## config.mk

```make
export PLATFORM = sky130hd
export DESIGN_NAME = bbe_exec
export DESIGN_NICKNAME = d
export VERILOG_FILES = /design/src/logic/bbe_addr_gen.v /design/src/logic/bbe_exec.v
export VERILOG_INCLUDE_DIRS = /design/src /design/src/shared
export SDC_FILE = /design/constraint.sdc
export NUM_CORES = 1
export LEC_CHECK = 0
export ABC_AREA = 1
export BUFFER_PORTS_ARGS = -buffer_cell sky130_fd_sc_hd__buf_4
export CAP_MARGIN = 40
export CORE_ASPECT_RATIO = 1.4
export CORE_MARGIN = 4
export CORE_UTILIZATION = 45
export CTS_CLUSTER_DIAMETER = 150
export DETAILED_ROUTE_END_ITERATION = 8
export HOLD_SLACK_MARGIN = 0.06
export PLACE_DENSITY = 0.69
export SLEW_MARGIN = 20
export SYNTH_ARGS = -nofsm -noshare
export SYNTH_HDL_FRONTEND = slang
export SYNTH_SLANG_ARGS = --single-unit
export TNS_END_PERCENT = 50
```

## constraint.sdc

```tcl
create_clock -name mclk -period 2.4 [get_ports mclk]
set_input_delay 0.48 -clock mclk [delete_from_list [all_inputs] [get_ports mclk]]
set_output_delay 0.48 -clock mclk [all_outputs]
set_load 0.005 [all_outputs]
```

## src/shared/bbe_regs.vh

```
// Constants for the branch, bit-clear and AND execution slice
`ifndef BBE_REGS_VH
`define BBE_REGS_VH
// Opcode patterns (upper bits of the 16-bit word)
`define BBE_OP_BR_CARRY 8'hE2
`define BBE_OP_BR_NEG 8'hE6
`define BBE_OP_BIT_CLEAR 4'h9
`define BBE_OP_AND_FILE 6'h05
// Field positions
`define BBE_F_TOP4_HI 15
`define BBE_F_TOP4_LO 12
`define BBE_F_BIT_HI 11
`define BBE_F_BIT_LO 9
`define BBE_F_ACCESS 8
`define BBE_F_DEST 9
// Indexed literal offset limit
`define BBE_ILO_LIMIT 8'h5F
// Base of bank fifteen; ORed with f from 80h it gives the upper access-bank half (SFR area)
`define BBE_ACC_SFR_BASE 12'hF00
// Phase codes
`define BBE_Q1 2'h0
`define BBE_Q2 2'h1
`define BBE_Q3 2'h2
`define BBE_Q4 2'h3
// Program counter step of one word
`define BBE_PC_STEP 21'h000002
`endif

```

## src/logic/bbe_addr_gen.v

```verilog
// File-register address generation for byte and bit instructions
`timescale 1ns/1ps
`include "bbe_regs.vh"
module bbe_addr_gen
(
  input wire [7:0] file_addr,
  input wire access_sel,
  input wire [5:0] bank_select_register,
  input wire ext_set_en,
  input wire [11:0] index_base,
  output reg [11:0] data_addr,
  output reg indexed_mode
);
  // Pick bank, access bank or indexed literal offset
  always @*
  begin
    indexed_mode = 1'b0;
    if (access_sel)
      data_addr = {bank_select_register[3:0], file_addr};
    else if (ext_set_en && file_addr <= `BBE_ILO_LIMIT)
    begin
      // Offset is added to the index pointer
      indexed_mode = 1'b1;
      data_addr = index_base + {4'h0, file_addr};
    end
    else if (file_addr[7])
      data_addr = `BBE_ACC_SFR_BASE | {4'h0, file_addr};
    else
      data_addr = {4'h0, file_addr}; // Low access bank
  end
endmodule // bbe_addr_gen

```

## src/logic/bbe_exec.v

```verilog
// Execution slice: carry/negative branches, bit clear, AND W with file
// What this block does
// - E2 opcode branches when carry is one
// - E6 opcode branches when negative is one
// - Target is branch address plus two plus 2n
// - Branch is one word, 1 or 2 cycles
// - Taken: decode, literal, process, write PC; then nop
// - Not taken: Q4 leaves PC untouched
// - 1001 bbba ffff ffff clears one bit
// - Access bit zero access bank, one uses bank select
// - Extended set, a zero, f up to 5Fh indexed
// - Bit clear is one-cycle read-modify-write
// - AND reads Q2, processes Q3, writes Q4
// - AND W with file sets only N and Z
// - Destination zero to W, one to file
`timescale 1ns/1ps
`include "bbe_regs.vh"
module bbe_exec
#(
  parameter PC_W = 21
)
(
  input wire mclk,
  input wire rst_n,
  input wire instr_valid,
  input wire [15:0] instr_word,
  input wire [PC_W-1:0] instr_pc,
  input wire carry_flag,
  input wire negative_flag,
  input wire [7:0] accumulator,
  input wire [5:0] bank_select_register,
  input wire ext_set_en,
  input wire [11:0] index_base,
  input wire [7:0] file_rdata,
  output reg [1:0] q_phase,
  output reg instr_ready,
  output reg [11:0] file_addr_out,
  output reg file_rd,
  output reg file_wr,
  output reg [7:0] file_wdata,
  output reg acc_wr,
  output reg [7:0] acc_wdata,
  output reg flags_wr,
  output reg flag_n,
  output reg flag_z,
  output reg pc_load,
  output reg [PC_W-1:0] pc_target,
  output reg flush_nop,
  output reg indexed_used
);
  // How one instruction cycle is laid out in this slice.
  //
  // The sequencer runs four core clocks per instruction cycle and the
  // phase counter never stops, so the fetch side always knows where the
  // next hand-over edge falls: the edge that leaves Q4.
  //
  // Q4 edge: the next word is latched into ir when instr_ready is high.
  // Q1 slot: decode only; the class was already worked out from the
  //          incoming word, so nothing is left to do here.
  // Q2 edge: the data address goes out and file_rd pulses in the Q3 slot.
  // Q3 edge: read data is captured and the branch condition is frozen.
  // Q4 edge: write strobes, flag strobe or program counter load.
  //
  // A taken branch adds a dead cycle.  The fetch side must throw away
  // the word it prefetched, so instr_ready stays low in the Q4 of the
  // branch itself and flush_nop stands over all four dead phases.
  //
  // Hazards and limits that a user of this slice should know:
  // - Status flags are sampled at the Q3 edge, not at decode.  A flag
  //   written by the previous instruction at its Q4 edge is therefore
  //   already settled when a following branch looks at it.
  // - The read data must be valid in the same clock as file_rd, in the Q3
  //   slot; a slower data memory would need a wait state that this
  //   slice does not offer.
  // - Only the low four bits of the bank select value reach the
  //   address; the two upper bits are kept for a wider memory map.
  // - Unknown words run as no operation rather than as a trap, which
  //   keeps the slice simple when neighbouring decoders own them.
  // - The bit-clear write back happens even if the chosen bit was
  //   already clear; memory sees the same write either way, which keeps
  //   the write timing independent of the data.
  //
  // Trade-off: the target address is worked out for every instruction
  // in Q3, even for ones that never branch.  One adder that always runs
  // is cheaper than a gated one and only its load strobe matters.
  // Instruction classes
  localparam CL_NONE = 3'h0;
  localparam CL_BR_C = 3'h1;
  localparam CL_BR_N = 3'h2;
  localparam CL_BCLR = 3'h3;
  localparam CL_ANDF = 3'h4;
  // Latched instruction and its class
  reg [15:0] ir;
  reg [PC_W-1:0] ir_pc;
  reg [2:0] cls;
  reg taken;
  // Set during the dead cycle after a taken branch
  reg nop_cycle;
  reg [7:0] operand;
  reg [7:0] result;
  wire [11:0] gen_addr;
  wire gen_indexed;
  reg [2:0] next_cls;
  wire [7:0] offset;
  wire [PC_W-1:0] offset_x2;
  wire cond;
  // One-hot mask of the bit to clear
  wire [7:0] clr_mask;
  genvar gi;
  assign offset = ir[7:0];
  // Sign extend and double the offset
  assign offset_x2 = {{(PC_W-9){offset[7]}}, offset, 1'b0};
  // Condition from the class
  assign cond = (cls == CL_BR_C) ? carry_flag :
                (cls == CL_BR_N) ? negative_flag : 1'b0;
  // Decode the incoming opcode word
  always @*
  begin
    next_cls = CL_NONE;
    if (instr_word[15:8] == `BBE_OP_BR_CARRY)
      next_cls = CL_BR_C;
    else if (instr_word[15:8] == `BBE_OP_BR_NEG)
      next_cls = CL_BR_N;
    else if (instr_word[`BBE_F_TOP4_HI:`BBE_F_TOP4_LO] == `BBE_OP_BIT_CLEAR)
      next_cls = CL_BCLR;
    else if (instr_word[15:10] == `BBE_OP_AND_FILE)
      next_cls = CL_ANDF;
  end
  // Address of the file operand
  bbe_addr_gen u_addr
  (
    .file_addr(ir[7:0]),
    .access_sel(ir[`BBE_F_ACCESS]),
    .bank_select_register(bank_select_register),
    .ext_set_en(ext_set_en),
    .index_base(index_base),
    .data_addr(gen_addr),
    .indexed_mode(gen_indexed)
  );
  // Instruction fetch handshake: ready in every Q4 except the Q4 of a taken branch
  always @*
  begin
    instr_ready = (q_phase == `BBE_Q4) && !(taken && !nop_cycle);
  end
  // Bit-clear mask, one compare per bit position
  // A compare per bit avoids a shifter and keeps the mask one-hot
  generate
    for (gi = 0; gi < 8; gi = gi + 1)
    begin : g_mask
      // Index of this bit at the width of the field
      localparam [2:0] BIT_IDX = gi;
      // Set only when this bit is the chosen one
      assign clr_mask[gi] = (ir[`BBE_F_BIT_HI:`BBE_F_BIT_LO] == BIT_IDX);
    end
  endgenerate
  // Process step: bit clear or AND
  always @*
  begin
    if (cls == CL_BCLR)
      result = operand & ~clr_mask; // Only the chosen bit drops
    else
      result = operand & accumulator;
  end
  // Phase sequencer and per-phase actions
  always @(posedge mclk or negedge rst_n)
  begin
    if (!rst_n)
    begin
      q_phase <= `BBE_Q1;
      ir <= 16'h0000;
      ir_pc <= {PC_W{1'b0}};
      cls <= CL_NONE;
      taken <= 1'b0;
      nop_cycle <= 1'b0;
      operand <= 8'h00;
      file_addr_out <= 12'h000;
      file_rd <= 1'b0;
      file_wr <= 1'b0;
      file_wdata <= 8'h00;
      acc_wr <= 1'b0;
      acc_wdata <= 8'h00;
      flags_wr <= 1'b0;
      flag_n <= 1'b0;
      flag_z <= 1'b0;
      pc_load <= 1'b0;
      pc_target <= {PC_W{1'b0}};
      flush_nop <= 1'b0;
      indexed_used <= 1'b0;
    end
    else
    begin
      // Strobes last one phase
      file_rd <= 1'b0;
      file_wr <= 1'b0;
      acc_wr <= 1'b0;
      flags_wr <= 1'b0;
      pc_load <= 1'b0;
      q_phase <= q_phase + 2'h1;
      case (q_phase)
        `BBE_Q1:
        begin
          // Decode phase; the word was captured at the last Q4 edge
        end
        `BBE_Q2:
        begin
          // Read register or literal
          if (!nop_cycle && (cls == CL_BCLR || cls == CL_ANDF))
          begin
            file_addr_out <= gen_addr;
            indexed_used <= gen_indexed;
            file_rd <= 1'b1;
          end
        end
        `BBE_Q3:
        begin
          // Process: capture data, resolve branch
          if (!nop_cycle)
          begin
            operand <= file_rdata;
            taken <= cond;
            pc_target <= ir_pc + `BBE_PC_STEP + offset_x2;
          end
        end
        `BBE_Q4:
        begin
          if (nop_cycle)
          begin
            // End of dead cycle
            nop_cycle <= 1'b0;
            taken <= 1'b0;
            flush_nop <= 1'b0;
          end
          else if (taken)
          begin
            pc_load <= 1'b1; // Write PC in Q4
            nop_cycle <= 1'b1; // Second cycle follows
            // Flag stands over all four dead phases
            flush_nop <= 1'b1;
          end
          // Not taken: PC left alone here
          if (!nop_cycle && cls == CL_BCLR)
          begin
            file_wdata <= result; // Write back
            file_wr <= 1'b1; // No flag update
          end
          if (!nop_cycle && cls == CL_ANDF)
          begin
            flags_wr <= 1'b1; // Only N and Z
            flag_n <= result[7];
            flag_z <= (result == 8'h00);
            if (ir[`BBE_F_DEST])
            begin
              file_wdata <= result; // Back to file
              file_wr <= 1'b1;
            end
            else
            begin
              acc_wdata <= result; // Into W
              acc_wr <= 1'b1;
            end
          end
          // Latch next instruction when this one ends
          if (instr_ready)
          begin
            ir <= instr_valid ? instr_word : 16'h0000;
            ir_pc <= instr_pc;
            cls <= instr_valid ? next_cls : CL_NONE;
            taken <= 1'b0;
          end
        end
        default:
        begin
          flush_nop <= 1'b0;
        end
      endcase
    end
  end
endmodule // bbe_exec

```

## Word level (Yosys, flattened, before mapping)

Cells that the tools add are included.

| word-level totals | value |
|---|---|
| word-level logic and storage cells | 107 |
| output and inout bits | 61 |
| register bits after elaboration | 106 |
| input port bits | 77 |

| operators by class | value |
|---|---|
| equal/unequal tests | 20 |
| reductions and logical operators | 20 |
| bitwise gates (word level) | 5 |
| add/subtract/negate cells | 4 |
| order comparisons | 1 |
| mux-type cells | 37 |

Operators with widths:

| cell | number |
|---|---|
| $mux W12 | 4 |
| $mux W8 | 4 |
| $mux W1 | 23 |
| $add A21 B2 Y21 const B | 1 |
| $add A21 B21 Y21 | 1 |
| $and A8 B8 Y8 | 2 |
| $eq A8 B8 Y1 const B | 2 |
| $eq A3 B3 Y1 const B | 5 |
| $mux W3 | 5 |
| $add A12 B8 Y12 | 1 |
| $eq A3 B2 Y1 const B | 4 |
| $reduce_and A2 Y1 | 5 |
| $le A8 B7 Y1 const B | 1 |
| $logic_not A8 Y1 | 1 |
| $not A8 Y8 | 1 |
| $eq A3 B1 Y1 const B | 2 |
| $eq A6 B3 Y1 const B | 1 |
| $logic_and A1 B1 Y1 | 6 |
| $reduce_and A3 Y1 | 2 |
| $eq A2 B2 Y1 const B | 2 |
| $eq A4 B4 Y1 const B | 1 |
| $reduce_bool A2 Y1 | 2 |
| $logic_not A3 Y1 | 1 |
| $ne A3 B3 Y1 const B | 1 |
| other kinds (7) | 9 |

## Longest topological paths before layout

| logic depth | value |
|---|---|
| word-level depth | 7 |
| depth in mapped cells | 16 |
| gate-level depth less buffers | 16 |

## By module

Synthesis repeated with hierarchy kept, for this count alone.

| unflattened totals | value |
|---|---|
| cell total of the unflattened synthesis | 817 |
| area total of the unflattened synthesis | 6,364.9 um^2 |

Modules (own cells, without submodules):

| module | cells each | instances | sequential area each (um^2) | area an instance (um^2) |
|---|---|---|---|---|
| bbe_exec | 681 | 1 | 2,652.5 | 5,642.9 |
| bbe_addr_gen | 136 | 1 | 0.0 | 721.9 |

## Worst setup path after synthesis

Ideal clock, no wire load.

| timing | value |
|---|---|
| path kind | register -> register |
| start point | reg ir[7] |
| end point | reg pc_target[11] |
| period minus slack after synthesis | 2.197 ns |
| arrival | 2.079 ns |
| buffers on the path | 0 |
| cell stages (with the launch flop) | 10 |
| data required time | 2.281 ns |
| library setup time | 0.119 ns |
| setup slack | 0.203 ns |
| cells stage by stage | dfrtp_1 -> ha_1 -> ha_1 -> nand2_1 -> inv_1 -> a21oi_1 -> nand3_1 -> or2_2 -> nand3_1 -> nand2_1 |

| on the way | value |
|---|---|
| longest elaborated chain between the ends | 1 |

RTL lines:

| what | RTL line | RTL |
|---|---|---|
| start: declaration | bbe_exec.v:93 | `reg [15:0] ir;` |
| start signal: assignment | bbe_exec.v:265 | `ir <= instr_valid ? instr_word : 16'h0000;` |
| $add A21 B21 Y21 | bbe_exec.v:221 | `` pc_target <= ir_pc + `BBE_PC_STEP + offset_x2; `` |
| end signal: assignment | bbe_exec.v:186 | `pc_target <= {PC_W{1'b0}};` |
| end signal: assignment | bbe_exec.v:221 |  |
| end: declaration | bbe_exec.v:47 | `output reg [PC_W-1:0] pc_target,` |

No other way between the ends.
A chain may end at the register's enable or synchronous reset.

## Worst setup path in the final report

| timing | value |
|---|---|
| start point | reg ir[7] |
| end point | reg pc_target[15] |

The elaborated chain is that of the path after synthesis.

==> metrics list <==
* Drt drc: 0
* TritonCTS clock tree: yes
- H-tree Lvls: 3
- Sequential Area: about 2700 um2
* P&R area growth vs syn: 27.2%
- Avg Inst Size Synth: roughly 7.8 um2
- Post-detailed-routing wire length: 16500 um
* Max Transition Viols Final: 0
- For this run, the leading register cell type out of synthesis is sky130_fd_sc_hd__dfrtp_1.
- Hold path cells: 3
- The final layout contains 1091 nets.
- Data on the critical path is required at its endpoint by 2620 ps.
- Crit path arrival time: between 2000 and 3000 ps
- Nature of the critical path endpoint: flop
- WL per Instance: ~14 um
- Filler cells: 1317
- After floorplanning, the core was divided into 50 placement rows.
* I/O pin cnt: 138
- Count of TritonRoute iterations in the first routing pass: 5
- Before CTS, the worst setup slack after placement is -9.07 ps.
- The critical path goes through buf_4 > ha_1 > ha_2 > nand2_1 > o21ai_0 > nor2_1 > nand2_1 > nand2_1 > nand3_1 > nand2_1.
* EDFF count, synth: 0
* Number of vias per cell: 4.97
* Die extent in x: around 110 um
* Later-pin clock latency in the skew report: 350 ps
- The smallest clock period supported by the final layout is computed as around 2300 ps.
- IO buf count: 135
- Antenna diode count: 0
- Largest fanout on the critical path: 8
* Cell taking the most area after synthesis: sky130_fd_sc_hd__dfrtp_1
- The worst-case IR drop observed on VDD is approximately 0.34 mV.
* Reg2Reg Depth: 10
* Leading cell type in the layout, fill and taps excluded: sky130_fd_sc_hd__nand2_1
- For this run the aggregate overflow at the end of global routing stands at 0.
* Sequential share of the synthesized area: 42.4%
- Summing over every cut layer, the via total after detailed routing is 5724.
- The setup path with the least slack is of type flop to flop.
* Synth cell types: 46
- Share of cells above drive strength 1: 23.6%
* Reg-to-reg setup timing slack: 130 ps
- Setup repair after global routing could not meet its margin everywhere.
- The worst setup path is launched from a flop.
- Final count of negative-setup-slack endpoints: 0
- The worst path meets setup with 128 ps of slack.
- Total CTS buffers: 9
* Post-synthesis net count: just over 900
- The slowest stage of the critical path is the sky130_fd_sc_hd__dfrtp_2 cell.
* Slowest Stage Delay on Critical Path: 470 ps
- Number of DRC markers in iteration 0: ~220
- Global-route wire length before repair: 27000 um
* Area occupied by multi-input gates: 3260 um2
* Root Driver: sky130_fd_sc_hd__clkbuf_16
* Antenna violations before repair: 0
- Largest net degree at the start of global routing: 59
* Worst min-delay path endpoint: operand[4]
* FFs w/ async S/R, synth: 100%
* Dpl hpwl: between 10000 and 15000 um
- For this run, the number of Yosys warnings is 0.
- Critical path's most frequent cell: sky130_fd_sc_hd__nand2_1
- Global Route Usage Sum: 21.3%
- For this design the static power due to leakage is between 0.004 and 0.005 uW.
* Global placement routability congestion: 0.909
- Number of standard cells after synthesis: 807
* Floorplan core area: 13500 um2
- After synthesis, the largest area contributor takes up 42.4% of total cell area.
* Portion of the clock cycle consumed by the worst path in the final layout: 94.6%
- Once the floorplan was initialized, standard cells occupied between 40% and 50% of the core.
* Maximum Capacitance Violations: 0
- Measured against its own limit, the worst slew margin works out to 61.5%.
* Crit path launch: ir[7]
- The via count of the first global-routing pass was just under 6k.
* Sinks on Clock Net: 106
- Number of synthesized register bits: 106
* Source of the worst hold timing path: file_rdata[4]
- Die height: around 150 um
* Final antenna-violating net count: 0
- Number of buffers between clock root and the deepest sink: 2
- Final number of hold-violating endpoints: 0
- Reg2reg start: ir[7]
- Across the routed clock network, the largest skew measured is 8.27 ps.
- Commonest non-fill, non-tap cells in the layout: 313 x sky130_fd_sc_hd__nand2_1, 162 x sky130_fd_sc_hd__buf_4, 105 x sky130_fd_sc_hd__dfrtp_1, 62 x sky130_fd_sc_hd__inv_1, 45 x sky130_fd_sc_hd__ha_1
- In this run the worst hold path is classified as input port to flop.
- In this run the critical register-to-register path is captured at pc_target[15].
* Biggest area contributors in the synthesized netlist: sky130_fd_sc_hd__dfrtp_1 42%, sky130_fd_sc_hd__nand2_1 19%, sky130_fd_sc_hd__ha_1 9.6%
* Die Outline Area: 15900 um2
- Based on the critical path, the design can be clocked at up to 0.440 GHz.
* Final Core Density: 58.9%
* Result of the run: finished clean
- Clock-pin slew was measured on the worst setup and hold paths at approximately 80 ps.
- The mapped netlist covers approximately 6300 um2.
- For this design the ratio of total power to cell area is approximately 590 nW/um2.
- Slew at the pin closest to its max-slew limit: about 570 ps
==> sequential cells by signal, summed over array words and instances, names as in the netlist, 2 cells and up <==
| register | flops |
|---|---|
| operand | 8 |
| file_addr_out | 12 |
| cls | 3 |
| ir | 12 |
| file_wdata | 8 |
| ir_pc | 21 |
| q_phase | 2 |
| acc_wdata | 8 |
| pc_target | 21 |
==> cell type report <==
cell class                 count  area share, %
clock buffer                   9           2.83
clock inverter                 7          0.802
inverter                      74           3.49
multi-input combinational    609           41.0
sequential                   106           33.3
tap                          182           2.86
timing repair buffer         164           15.7
==> what timing repair did <==
action | CTS | global route
endpoints found under the hold margin | 5 | 0
setup buffers | 0 | 2
hold buffers | 1 | 0
gates resized for setup | 1 | 15
gates cloned | 0 | 0
setup endpoints to repair | 2 | 8
pin swaps | 0 | 1
==> worst max-delay path: cells and delay by family (launching register included) <==
| kind | cells | cell delay, ps |
|---|---|---|
| adder cells (fa/ha/maj) | 2 | 680 |
| flip-flops | 1 | 470 |
| AND/OR/NAND/NOR | 6 | 480 |
| buffers and inverters | 1 | 200 |
| AO/OA/AOI/OAI | 1 | 320 |
==> cells in the mapped netlist, types with 2 or more instances <==
library cell and n:
sky130_fd_sc_hd__clkinv_1 2, sky130_fd_sc_hd__nor2_4 4, sky130_fd_sc_hd__inv_1 63, sky130_fd_sc_hd__buf_4 2, sky130_fd_sc_hd__o41ai_1 3, sky130_fd_sc_hd__nand2_2 7, sky130_fd_sc_hd__o21ai_0 45, sky130_fd_sc_hd__clkbuf_1 4
sky130_fd_sc_hd__fa_1 2, sky130_fd_sc_hd__xnor2_1 9, sky130_fd_sc_hd__o22ai_1 3, sky130_fd_sc_hd__dfrtp_1 106, sky130_fd_sc_hd__buf_6 4, sky130_fd_sc_hd__nand3b_1 5, sky130_fd_sc_hd__o21a_1 2, sky130_fd_sc_hd__a21oi_1 30
sky130_fd_sc_hd__inv_2 9, sky130_fd_sc_hd__nor3_1 9, sky130_fd_sc_hd__nand2_1 315, sky130_fd_sc_hd__or2_2 2, sky130_fd_sc_hd__ha_1 48, sky130_fd_sc_hd__nor2_1 44, sky130_fd_sc_hd__nand3_1 45, sky130_fd_sc_hd__nand4_1 9
sky130_fd_sc_hd__o21ai_2 7, sky130_fd_sc_hd__xor2_1 2, sky130_fd_sc_hd__buf_2 7
==> layer usage <==
metal	part of all wire, %	vias up	wire [um]	GRT usage, %
met2	53	137	8770	39.8
met1	40	2630	6570	24.1
met4	3.2	0	534	8.84
li1	-	2919	-	-
met5	0	-	0	0
met3	3.9	38	640	2.66
==> where the power goes <==
group / internal (uW) / switching (uW) / total [uW]
clock network: 727 / 707 / 1430
logic: 565 / 593 / 1160
registers: 1960 / 120 / 2080
total: 3250 / 1420 / 4670
==> per-stage QoR <==
step                std cells  total power [uW]  TNS (ps)  area, um2  hold WS (ps)
detailed placement       1132              3250     -9.07       7590           302
global route             1151              4980     -74.7       7960           317
floorplan                 807              2690         0       6250           184
finish                   1151              4670         0       7960           316
global placement         1132              3240         0       7590           301
CTS                      1149              4710         0       7890           308
==> how the worst max path moves through the flow <==
| stage | endpoint | slack [ps] |
|---|---|---|
| after floorplan | pc_target[11] | 200 |
| after global placement | pc_target[18] | 40 |
| after detailed placement | pc_target[20] | -9 |
| after CTS | pc_target[20] | 30 |
| after global routing | pc_target[20] | -60 |
| final | pc_target[15] | 130 |
==> cells by family (layout without fill, tap and decap cells) <==
| logic type | after synthesis | in the layout | synth area share [%] |
|---|---|---|---|
| buffers and inverters | 92 | 254 | 6.26 |
| xor gates and xnor gates | 11 | 11 | 1.54 |
| and+or+nand+nor | 446 | 446 | 29.8 |
| DFF | 106 | 106 | 42.4 |
| adders and majority gates | 50 | 50 | 10.2 |
| AOI/OAI and AO/OA | 102 | 102 | 9.74 |
(Power assumes the default switching activity.)
